$ cat src/dsao_defs.vh
// constants for the drive status and alarm output block
// assumes a single 20 MHz clock and plain-port configuration
// Summary of operation
// - raise turn-limit mismatch alarm whenever stored limit differs from encoder limit
// - fault output off (high) while the mismatch alarm is active
// - write function copies limit to encoder, shows done for one second
// - write-protect value 0001 refuses the write function and reports no-operation
// - origin offset, signed, default 0, applied only after sensor-on command
// - encoder position equal to the origin offset maps to machine coordinate zero
// - fault output closed while normal, open on any error
// - latched alarm cleared by clear command or panel alarm reset key
// - warning output closed while a warning condition exists, open otherwise
// - warning output routed to the pin chosen by its allocation field
// - motion-detect closed when speed at or above level, open below
// - motion-detect level 1 to 10000 rpm, default 20, immediate effect
// - motion-detect output routed to the pin chosen by its allocation field
// - turn limit 0 to 65535 revolutions, default 65535, taken after restart
`ifndef DSAO_DEFS_VH
`define DSAO_DEFS_VH
`define DSAO_CLK_HZ 20000000
`define DSAO_DONE_TIME_MS 1000
`define DSAO_DONE_CYCLES ((`DSAO_CLK_HZ / 1000) * `DSAO_DONE_TIME_MS)
`define DSAO_PROTECT_ON 16'h0001
`define DSAO_LIMIT_DEF 16'hffff
`define DSAO_LEVEL_MIN 14'h0001
`define DSAO_LEVEL_MAX 14'h2710
`define DSAO_LEVEL_DEF 14'h0014
`define DSAO_OFFSET_MAX 32'sh3fffffff
`define DSAO_OFFSET_DEF 32'h00000000
`endif

$ cat src/dsao_status.v
// drive status and alarm outputs: turn-limit mismatch, origin offset,
// fault, warning and motion-detect outputs
// assumes configuration arrives on plain ports from same-clock logic;
// panel key and sensor-on pulses come from same-clock logic too
`timescale 1ns/10ps
`include "dsao_defs.vh"
module dsao_status #(
   parameter PINS = 3,
   parameter DONE_CYCLES = `DSAO_DONE_CYCLES
) (
   input wire clk,
   input wire rst_n,
   input wire ce,
   input wire [15:0] turn_limit_param,
   input wire [15:0] encoder_turn_limit,
   input wire [15:0] write_protect_setting,
   input wire turn_limit_write_function,
   input wire encoder_write_ack,
   input wire signed [31:0] origin_offset,
   input wire signed [31:0] encoder_position,
   input wire sensor_on_command,
   input wire other_error,
   input wire warning_condition,
   input wire fault_clear_command,
   input wire alarm_reset_key,
   input wire [13:0] motion_detect_level,
   input wire [13:0] motor_speed,
   input wire [3:0] caution_pin_assign,
   input wire [3:0] motion_pin_assign,
   output reg turn_limit_mismatch_alarm,
   output reg fault_output,
   output reg [15:0] encoder_write_data,
   output reg encoder_write_req,
   output reg write_done,
   output reg write_noop,
   output reg signed [31:0] machine_coord_position,
   output reg offset_applied,
   output reg error_latched,
   output wire [PINS-1:0] caution_pins,
   output wire [PINS-1:0] motion_pins
);
   // ==================================================
   // write sequencer states
   localparam ST_IDLE = 3'b001;
   localparam ST_WRITE = 3'b010;
   localparam ST_DONE = 3'b100;
   localparam [31:0] DONE_LAST = DONE_CYCLES - 1;
   reg [2:0] state;
   reg [2:0] next_state;
   reg [31:0] done_cnt;
   reg [31:0] next_done_cnt;
   reg [15:0] next_write_data;
   reg next_write_req;
   reg next_write_done;
   reg next_write_noop;
   reg next_latched;
   reg next_fault;
   reg signed [31:0] next_coord;
   reg [15:0] limit_used;
   reg limit_taken;
   reg motion_level;
   wire [15:0] limit_now;
   wire mismatch;
   wire clear_req;
   wire offset_ok;
   wire [13:0] level_eff;
   wire signed [31:0] offset_eff;

   // ==================================================
   // limit in force is captured once, on the first enabled cycle after reset;
   // until then the live setting stands in, so no false mismatch follows reset
   always @(posedge clk or negedge rst_n) begin
      if (!rst_n) begin
         limit_used <= `DSAO_LIMIT_DEF;
         limit_taken <= 1'b0;
      end else if (ce && !limit_taken) begin
         limit_used <= turn_limit_param;
         limit_taken <= 1'b1;
      end
   end
   assign limit_now = limit_taken ? limit_used : turn_limit_param;
   // the parameter copy only becomes valid after a reset, so a changed and written limit keeps the alarm until then
   assign mismatch = (limit_now != encoder_turn_limit);
   assign clear_req = fault_clear_command | alarm_reset_key;

   // ==================================================
   // turn-limit write function
   always @* begin
      next_state = state;
      next_done_cnt = done_cnt;
      next_write_data = encoder_write_data;
      next_write_req = encoder_write_req;
      next_write_done = write_done;
      next_write_noop = 1'b0;
      case (state)
         ST_IDLE: begin
            // a request outside idle is dropped, not queued
            if (turn_limit_write_function) begin
               if (write_protect_setting == `DSAO_PROTECT_ON) begin
                  next_write_noop = 1'b1;
               end else begin
                  next_write_data = turn_limit_param;
                  next_write_req = 1'b1;
                  next_state = ST_WRITE;
               end
            end
         end
         ST_WRITE: begin
            if (encoder_write_ack) begin
               next_write_req = 1'b0;
               next_write_done = 1'b1;
               next_done_cnt = DONE_LAST;
               next_state = ST_DONE;
            end
         end
         ST_DONE: begin
            // done stands for exactly DONE_CYCLES enabled cycles
            if (done_cnt == 32'h00000000) begin
               next_write_done = 1'b0;
               next_state = ST_IDLE;
            end else begin
               next_done_cnt = done_cnt - 32'h00000001;
            end
         end
         default: begin
            next_state = ST_IDLE;
            next_write_req = 1'b0;
            next_write_done = 1'b0;
         end
      endcase
   end
   always @(posedge clk or negedge rst_n) begin
      if (!rst_n) begin
         state <= ST_IDLE;
         done_cnt <= 32'h00000000;
         encoder_write_req <= 1'b0;
         encoder_write_data <= 16'h0000;
         write_done <= 1'b0;
         write_noop <= 1'b0;
      end else if (ce) begin
         state <= next_state;
         done_cnt <= next_done_cnt;
         encoder_write_req <= next_write_req;
         encoder_write_data <= next_write_data;
         write_done <= next_write_done;
         write_noop <= next_write_noop;
      end
   end

   // ==================================================
   // alarm latch and fault output; a clear with the cause still present
   // re-latches at once, so set wins over clear
   always @* begin
      next_latched = error_latched;
      if (mismatch || other_error)
         next_latched = 1'b1;
      else if (clear_req)
         next_latched = 1'b0;
      // high = open = alarm; a clear shows on the fault pin one cycle later
      next_fault = mismatch | other_error | error_latched;
   end
   always @(posedge clk or negedge rst_n) begin
      if (!rst_n) begin
         error_latched <= 1'b0;
         turn_limit_mismatch_alarm <= 1'b0;
         fault_output <= 1'b0;
      end else if (ce) begin
         turn_limit_mismatch_alarm <= mismatch;
         error_latched <= next_latched;
         fault_output <= next_fault;
      end
   end

   // ==================================================
   // origin offset and machine coordinate
   // an out-of-range offset falls back to zero so a bad setting cannot wrap the position
   assign offset_ok = (origin_offset <= `DSAO_OFFSET_MAX) && (origin_offset >= -`DSAO_OFFSET_MAX);
   assign offset_eff = offset_ok ? origin_offset : `DSAO_OFFSET_DEF;
   always @* begin
      if (offset_applied)
         next_coord = encoder_position - offset_eff;
      else
         next_coord = encoder_position;
   end
   always @(posedge clk or negedge rst_n) begin
      if (!rst_n) begin
         offset_applied <= 1'b0;
         machine_coord_position <= 32'sh00000000;
      end else if (ce) begin
         if (sensor_on_command)
            offset_applied <= 1'b1;
         machine_coord_position <= next_coord;
      end
   end

   // ==================================================
   // motion detect, level clamped to its legal range
   assign level_eff = (motion_detect_level < `DSAO_LEVEL_MIN) ? `DSAO_LEVEL_MIN :
                      (motion_detect_level > `DSAO_LEVEL_MAX) ? `DSAO_LEVEL_MAX :
                      motion_detect_level;
   // the level is read live, so a new setting takes effect on the next cycle
   always @* motion_level = (motor_speed >= level_eff);
   // each router registers its pins, so every pin leaves a flip-flop

   dsao_pin_route #(.PINS(PINS), .SELW(4)) u_caution (
      .clk(clk),
      .rst_n(rst_n),
      .ce(ce),
      .level(warning_condition),
      .sel(caution_pin_assign),
      .pins(caution_pins)
   );
   dsao_pin_route #(.PINS(PINS), .SELW(4)) u_motion (
      .clk(clk),
      .rst_n(rst_n),
      .ce(ce),
      .level(motion_level),
      .sel(motion_pin_assign),
      .pins(motion_pins)
   );
endmodule // dsao_status

$ cat src/dsao_pin_route.v
// one-hot router placing a status level onto one of several output pins
// assumes the selector comes from same-clock logic; registered result
`timescale 1ns/10ps
module dsao_pin_route #(
   parameter PINS = 3,
   parameter SELW = 4
) (
   input wire clk,
   input wire rst_n,
   input wire ce,
   input wire level,
   input wire [SELW-1:0] sel,
   output reg [PINS-1:0] pins
);
   integer i;
   reg [PINS-1:0] next_pins;
   // selector 0 means not allocated; 1..PINS pick a pin
   always @* begin
      next_pins = {PINS{1'b0}};
      for (i = 0; i < PINS; i = i + 1) begin
         if (sel == i[SELW-1:0] + 1'b1)
            next_pins[i] = level;
      end
   end
   always @(posedge clk or negedge rst_n) begin
      if (!rst_n)
         pins <= {PINS{1'b0}};
      else if (ce)
         pins <= next_pins;
   end
endmodule // dsao_pin_route

$ cat config.mk
export PLATFORM = sky130hd
export DESIGN_NAME = dsao_status
export DESIGN_NICKNAME = d
export VERILOG_FILES = /design/src/dsao_status.v /design/src/dsao_pin_route.v
export VERILOG_INCLUDE_DIRS = /design/src /design/src/src
export SDC_FILE = /design/constraint.sdc
export NUM_CORES = 1
export LEC_CHECK = 0
export ABC_AREA = 1
export BUFFER_PORTS_ARGS = -buffer_cell sky130_fd_sc_hd__buf_2
export CAP_MARGIN = 40
export CELL_PAD_IN_SITES_DETAIL_PLACEMENT = 0
export CELL_PAD_IN_SITES_GLOBAL_PLACEMENT = 1
export CORE_ASPECT_RATIO = 0.8
export CORE_MARGIN = 2
export CORE_UTILIZATION = 29
export CTS_CLUSTER_SIZE = 40
export DETAILED_ROUTE_END_ITERATION = 8
export PLACE_DENSITY_LB_ADDON = 0.3
export SETUP_SLACK_MARGIN = 0.5
export SLEW_MARGIN = 5
export SYNTH_ARGS = -nofsm -noshare
export SYNTH_HDL_FRONTEND = slang
export SYNTH_SLANG_ARGS = --single-unit
$ cat constraint.sdc
create_clock -name clk -period 4.42 [get_ports clk]
set_clock_uncertainty 0.15 [all_clocks]
set_input_delay 0.221 -clock clk [delete_from_list [all_inputs] [get_ports clk]]
set_output_delay 0.221 -clock clk [all_outputs]
set_load 0.05 [all_outputs]
==> impl_metrics.json, run 1 <==
{
  "die_h_um": 158,
  "ys_seq_area_share_pct": 33.2,
  "drive_gt1_share_pct": 20.0,
  "antenna_found_initial": 2,
  "worst_pin_slew_ns": 0.871,
  "drtIter0Drc": 453,
  "postLayoutCellArea_sq_um": 11300,
  "power_leakage_nw": 5.72,
  "cts_buffers": 17,
  "ant_nets": 0,
  "rr_startpoint": "limit_taken$_DFFE_PN0P_",
  "rsz0062_at_grt": "false",
  "avgSynthCellArea_sq_um": 6.61,
  "wl_um": 30400,
  "start_util_pct": 29.4,
  "core_sq_um": 29200,
  "comb_power_share_pct": 39.8,
  "grt_pass1_vias": 8746,
  "overflow": 0,
  "startpoint_type": "input port",
  "grt_pass1_wl_um": 47700,
  "async_flop_share_pct": 100,
  "htreeDepth": 4,
  "drv_slew": 0,
  "hpwl_um": 23900,
  "hold_violations": 0,
  "clock_sinks": 113,
  "p_switching_w": 0.00217,
  "place_area_sq_um": 10100,
  "finalCritPeriodShare_pct": 73.7,
  "synthCells": 1299,
  "critPathCapture": "machine_coord_position[24]$_DFFE_PN0P_",
  "worstSetupPathType": "in2reg",
  "crit_arrival_ns": 3.45,
  "vias": 9073,
  "layout_commonest_cell": "nand2_1",
  "vias_per_cell": 4.64,
  "cp-end-kind": "flip-flop",
  "route.detailed.drc": 0,
  "internal_power_w": 0.00285,
  "synth_area_sq_um": 8590,
  "cp_max_fo": 12,
  "power_density_nw_per_um2": 444,
  "slew_headroom_pct": 42.0,
  "synth_flop_cell": "dfrtp_1",
  "synth_edf_count": 0,
  "yosysWarningCount": 0,
  "clock.fmax_ghz": 0.307,
  "cts_tree": "built",
  "cts_buffer_depth": 2,
  "dieArea_sq_um": 31000,
  "seqPwrFrac_pct": 28.9,
  "io_pins": 219,
  "area_growth_syn_to_layout_pct": 31.5,
  "fillers": 3208,
  "status": "finished clean",
  "switching_share_pct": 43.2,
  "reg2reg_to": "error_latched$_DFFE_PN0P_",
  "clk_latency_ns": 0.43,
  "rows": 56,
  "holdCritStartpoint": "encoder_position[21]",
  "r2r_setup_slack_ns": 1.45,
  "setup-tns-final_ns": 0,
  "final_cell_mix": "nand2_1 (437), buf_2 (217), nor2_1 (180), inv_1 (95), dfrtp_1 (95)",
  "ys_seq_elements": 113,
  "r2r_cells": 9,
  "grt_usage_pct": 19.8,
  "vdd.ir_drop.worst_uv": 295,
  "setup_viol": 0,
  "first_pass_iters": 5,
  "clk_pin_slew_worst_paths_ns": 0.06,
  "startpoint": "origin_offset[11]",
  "max_cap_viol_count": 0,
  "hold_path.class": "in2reg",
  "routedWlPerCell_um": 15.5,
  "fin_nets": 1770,
  "root_buffer": "clkbuf_16",
  "fp.dieW_um": 196,
  "critical_path_required_ns": 4.62,
  "synth_fp_nets": 1504,
  "pwr-share-clk_pct": 31.3,
  "finalCriticalPeriod_ns": 3.26,
  "place_congestion": 0.890,
  "grt_max_degree": 56,
  "portBuffers": 218,
  "yosys.cell_types.count": 40
}
flip-flops by register name (all words and copies together) (netlist names), 3 cells and up:
register	cells
done_cnt	32
encoder_write_data	16
limit_used	16
machine_coord_position	32
state	3
u_caution.pins	3
u_motion.pins	3
critical path: stages:
cell and delay [ns]:
buf_2 0.12, nor2_1 0.22, nand2_1 0.09, nor2_1 0.09
nand2_1 0.11, nand3b_1 0.10, nand2_1 0.07, inv_1 0.11
o21ai_2 0.18, buf_8 0.21, nand2_1 0.06, inv_1 0.04
ha_1 0.19, fa_1 0.36, inv_1 0.13, nand3_1 0.08
nand2_1 0.14, nand2_1 0.07, nand2_1 0.15, nand2_1 0.07
nand2_1 0.16, nand2_1 0.08, nand2_1 0.10, nand2_1 0.06
nand2_1 0.05, nor2_1 0.05, o21ai_0 0.14
worst min path at each step:
stage	end	slack [ns]	cells past startpoint
2_1_floorplan	done_cnt[0]$_DFFE_PN0P_	-0.22	0
3_3_place_gp	encoder_write_data[8]$_DFFE_PN0P_	0.18	1
3_5_place_dp	encoder_write_data[8]$_DFFE_PN0P_	0.18	1
4_1_cts	machine_coord_position[21]$_DFFE_PN0P_	0.007	5
5_1_grt	machine_coord_position[21]$_DFFE_PN0P_	0.03	5
6_report	machine_coord_position[21]$_DFFE_PN0P_	0.01	5
cell usage after synthesis, types with 22 or more instances:
| master | number | area [sq um] |
|---|---|---|
| xnor2_1 | 26 | 228 |
| nand2_1 | 437 | 1640 |
| ha_1 | 46 | 576 |
| nand3_1 | 63 | 315 |
| xor2_1 | 26 | 228 |
| dfrtp_1 | 96 | 2400 |
| a21oi_1 | 54 | 270 |
| o21ai_1 | 23 | 115 |
| inv_1 | 96 | 360 |
| nor2_1 | 180 | 676 |
| o21ai_0 | 93 | 465 |
| clkbuf_1 | 22 | 82.6 |
stage by stage:
stage	cells	setup slack [ns]	hold WS (ns)	utilization (%)	total power, W
2_1_floorplan	1299	1.60	-0.225	-	0.00286
3_3_place_gp	1867	0.611	0.180	34.4	0.00342
3_5_place_dp	1869	0.699	0.176	34.6	0.00343
4_1_cts	1955	1.14	0.00695	38.6	0.00506
5_1_grt	1956	0.830	0.0315	38.7	0.00534
6_report	1956	1.16	0.0143	38.7	0.00501
metal layers:
metal  vias to the layer above  part of all wire (%)  track usage [%]
met1                      4145                    49             27.2
li1                       4739                     -                -
met2                       159                    46             32.8
met5                         -                 0.056                0
met4                         2                   1.2             4.98
met3                        28                   3.7             2.94
what timing repair did:
action / in CTS / in global routing
endpoints found under the setup margin: 0 / 0
setup buffers: 0 / 0
hold endpoints to repair: 102 / 0
resized for setup: 0 / 0
hold buffers: 54 / 0
final cells by class:
cell class	instances	area, sq um	area share (%)
repair buffers	284	1740	15.4
inverters	110	413	3.66
clock buffers	19	453	4.01
multi-input cells	1039	5160	45.7
clock inverters	13	198	1.75
flip-flops and latches	113	2850	25.2
diodes	1	2.50	0.0222
well taps	377	472	4.18
kinds of logic after synthesis:
| group | Yosys count | share of synthesized area, % |
|---|---|---|
| compound gates | 200 | 12.6 |
| fa+ha+maj | 47 | 6.93 |
| xor+xnor | 52 | 5.30 |
| buf+inv | 147 | 6.77 |
| flops | 113 | 33.2 |
| simple gates | 740 | 35.2 |
power groups by stage:
stage	sequential, W	combinational, W	clock [W]
after CTS	0.00145	0.00201	0.00159
after global placement	0.00147	0.00195	0
after global routing	0.00148	0.00221	0.00165
after floorplan	0.00190	0.000957	0
after detailed placement	0.00147	0.00197	0
final	0.00145	0.00199	0.00157
Power figures use the tool's default switching activity.
==> run 2, diff against run 1 <==
--- a/config.mk
+++ b/config.mk
@@ -6,7 +6,7 @@
 export SDC_FILE = /design/constraint.sdc
 export NUM_CORES = 1
 export LEC_CHECK = 0
-export ABC_AREA = 1
+export ABC_AREA = 0
 export BUFFER_PORTS_ARGS = -buffer_cell sky130_fd_sc_hd__buf_2
 export CAP_MARGIN = 40
 export CELL_PAD_IN_SITES_DETAIL_PLACEMENT = 0
==> constraint.sdc (replaced) <==
create_clock -name clk -period 3.1 [get_ports clk]
set_clock_uncertainty 0.15 [all_clocks]
set_input_delay 0.155 -clock clk [delete_from_list [all_inputs] [get_ports clk]]
set_output_delay 0.155 -clock clk [all_outputs]
set_load 0.05 [all_outputs]
==> run 2 against run 1 <==
  * Combinational power increased by 65%
  * Worst setup slack got worse by 1.4 ns
  * Final cell count decreased by 15%
  * First-iteration DRC count decreased by 28%
  * Final area increased by 14%
  * The flow now finishes with violations (negative setup slack)
  * Critical endpoint is now machine_coord_position[30]$_DFFE_PN0P_
  * Routed wire length decreased by 11%
  * Clock power increased by 20%
  * Register-to-register slack got worse by 1.3 ns
==> impl_metrics.json, run 2 <==
{
  "yosys-top-cells-count": "dfrtp_1 (96), nand2_1 (88), nor2_1 (80), a21oi_1 (59), ha_1 (46)",
  "avgSynthCellArea_sq_um": 9.17,
  "final_cell_mix": "buf_2 (214), buf_4 (146), dfrtp_1 (94), nand2_1 (75), nor2_1 (75)",
  "layout_commonest_cell": "buf_2",
  "synth_fp_nets": 1062,
  "synth_top_family_by_area": "simple AND/OR/NAND/NOR gates",
  "diodes": 0,
  "synth.area.mux_share_pct": 10.3,
  "clk_pin_slew_worst_paths_ns": 0.06,
  "routedWlPerCell_um": 16.2,
  "hpwl_um": 18900,
  "drv_slew": 0,
  "synthAdderAreaFrac_pct": 7.58,
  "critical_path_required_ns": 3.25,
  "clock_sinks": 113,
  "setup_ws_ns": -0.253,
  "worst_pin_slew_ns": 0.635,
  "status": "finished with violations",
  "rows": 53,
  "drive_gt1_share_pct": 46.5,
  "async_flop_share_pct": 100,
  "place_congestion": 0.851,
  "cts_tree": "built",
  "vdd.ir_drop.worst_uv": 478,
  "vias": 8075,
  "cts_buffers": 17,
  "startpoint_type": "input port",
  "synth_area_sq_um": 7860,
  "hold_violations": 0,
  "fp.dieW_um": 188,
  "portBuffers": 218,
  "power_leakage_nw": 6.03,
  "yosysMostFrequentCell": "dfrtp_1",
  "reg2reg_to": "encoder_write_data[4]$_DFFE_PN0P_",
  "cp_top_family": "compound AO/OA/AOI/OAI gates",
  "cp.depth": 19,
  "core_sq_um": 26500,
  "worstSetupPathType": "in2reg",
  "cpPeakStageDelay_ns": 0.39,
  "crit_arrival_ns": 3.50,
  "synth_edf_count": 0,
  "yosys.cell_types.count": 67,
  "r2r_cells": 10,
  "cp-end-kind": "flip-flop",
  "grt_usage_pct": 18.8,
  "largest_registers": "done_cnt x32, machine_coord_position x32",
  "grt_pass1_wl_um": 42300,
  "crit_buf_inv": 3,
  "grt_max_degree": 83,
  "yosysTopAreaCell": "dfrtp_1",
  "yosys.area_share.simple_pct": 20.3,
  "finalCritPeriodShare_pct": 108,
  "cts_buffer_depth": 2,
  "yosysWarningCount": 0,
  "r2r_setup_slack_ns": 0.20,
  "yosys.area.top_type_share_pct": 30.6,
  "fin_nets": 1507,
  "ys_seq_elements": 113,
  "violations": "negative setup slack",
  "drtIter0Drc": 326,
  "synth_xor_area_share_pct": 7.58,
  "rsz0062_at_grt": "true",
  "slowest_stage": "fa_2",
  "cp_max_fo": 5,
  "start_util_pct": 29.7,
  "dieArea_sq_um": 28400,
  "synthCells": 857,
  "critPathCapture": "machine_coord_position[30]$_DFFE_PN0P_",
  "yosys-top-cells-area": "dfrtp_1 (31%), ha_1 (7.3%), dfstp_2 (5.7%), mux2i_1 (4.6%), xnor2_1 (4.3%)",
  "setup-tns-final_ns": -3.41,
  "hold_path.class": "in2reg",
  "synth_compound_area_share_pct": 14.5,
  "grt_pass1_vias": 8053,
  "area_growth_syn_to_layout_pct": 63.7,
  "finish.utilization_pct": 48.6,
  "power_w": 0.00722,
  "rr_startpoint": "done_cnt[22]$_DFFE_PN0P_",
  "post-place-ws_ns": -0.923,
  "finalCriticalPeriod_ns": 3.35,
  "htreeDepth": 4,
  "ys_seq_area_share_pct": 36.2,
  "max_cap_viol_count": 0,
  "io_pins": 219,
  "ant_nets": 0,
  "synth_flop_cell": "dfrtp_1",
  "route.detailed.drc": 0,
  "antenna_found_initial": 0,
  "root_buffer": "clkbuf_16",
  "power_density_nw_per_um2": 561,
  "clk_latency_ns": 0.41,
  "first_pass_iters": 4,
  "wl_um": 27000,
  "clock.fmax_ghz": 0.298,
  "vias_per_cell": 4.83,
  "slew_headroom_pct": 57.7,
  "overflow": 0,
  "setup_viol": 20,
  "startpoint": "origin_offset[27]",
  "die_h_um": 151,
  "worstPathCellList": "buf_8 > nor4_4 > buf_4 > nand4_1 > o211ai_1 > buf_4 > o21ai_4 > and2_4 > ha_4 > fa_2 > nor2b_4 > o31a_1 > o21bai_4 > a31oi_4 > a31oi_4 > o21ai_1 > o211ai_1 > mux2_2 > nand3_2"
}
==> run 2: changes by cell type after synthesis, sizes merged, moves of 11 or more <==
cell,previous run,this run
xnor2,26,39
o21ai,122,36
nor4,8,22
mux2,0,37
a21o,6,21
nand2b,0,11
nor2,182,80
nand3,64,19
inv,110,34
mux2i,0,36
nand2,437,89
==> run 2: kinds of logic (layout without fill, tap and decap cells) <==
logic type | after synthesis | count (layout)
AO/OA/AOI/OAI | 181 | 182
flip-flops | 113 | 113
buffers and inverters | 68 | 524
AND/OR/NAND/NOR | 307 | 308
multiplexers | 73 | 73
XOR/XNOR | 68 | 68
adder cells (fa/ha/maj) | 47 | 47
==> run 2: how the worst min path moves through the flow <==
stage                          from                                endpoint  slack (ns)  cells past startpoint
6_report       encoder_position[29]  machine_coord_position[29]$_DFFE_PN0P_       0.003                      5
5_1_grt         encoder_position[0]   machine_coord_position[0]$_DFFE_PN0P_        0.05                      4
4_1_cts        encoder_position[16]  machine_coord_position[16]$_DFFE_PN0P_        0.01                      4
3_5_place_dp                  rst_n   machine_coord_position[9]$_DFFE_PN0P_       -0.05                      1
3_3_place_gp                  rst_n   machine_coord_position[9]$_DFFE_PN0P_       -0.05                      1
2_1_floorplan                 rst_n                 done_cnt[0]$_DFFE_PN0P_       -0.29                      0
==> run 2: report_power, final <==
group	total, W	internal, W	switching, W
combinational	0.00328	0.00141	0.00187
sequential	0.00207	0.00182	0.000249
clock	0.00188	0.00104	0.000834
==> run 2: worst register-to-register path, stage by stage (launching register included) <==
cell and delay [ns]:
dfrtp_1 0.38, or4_4 0.57, nor4_4 0.19, nand3_2 0.14
or2_1 0.29, o21ai_2 0.14, nand3b_1 0.23, nand2_8 0.16
buf_6 0.11, buf_12 0.12, mux2_4 0.31
==> run 2: layout make-up <==
type                       count  area [sq um]
fill                        2537         13600
clock inverter                15           125
clock buffer                  17           425
timing repair buffer         458          3320
tap                          357           447
sequential                   113          2850
inverter                      34           128
multi-input combinational    678          5570
==> run 2: timing repair <==
item,CTS,global route
cloned,5,1
hold buffers,58,0
buffers inserted,27,18
pin swaps,50,77
setup endpoints to repair,61,83
endpoints found under the hold margin,132,0
gates resized for setup,92,99
==> run 2: stage by stage <==
step	instances	hold WS (ns)	cell area, sq um
final	1672	0.00273	12900
after global routing	1672	0.0502	12900
after CTS	1653	0.0103	12200
after detailed placement	1531	-0.0461	10400
after global placement	1530	-0.0472	10400
after floorplan	857	-0.291	7960
==> run 2: per-layer routing <==
layer,track usage (%),vias up,part of all wire [%]
met5,0,-,0
met1,26.4,3844,50
met4,4.61,0,1.3
li1,-,3992,-
met2,28.7,217,43
met3,4.77,22,6.1
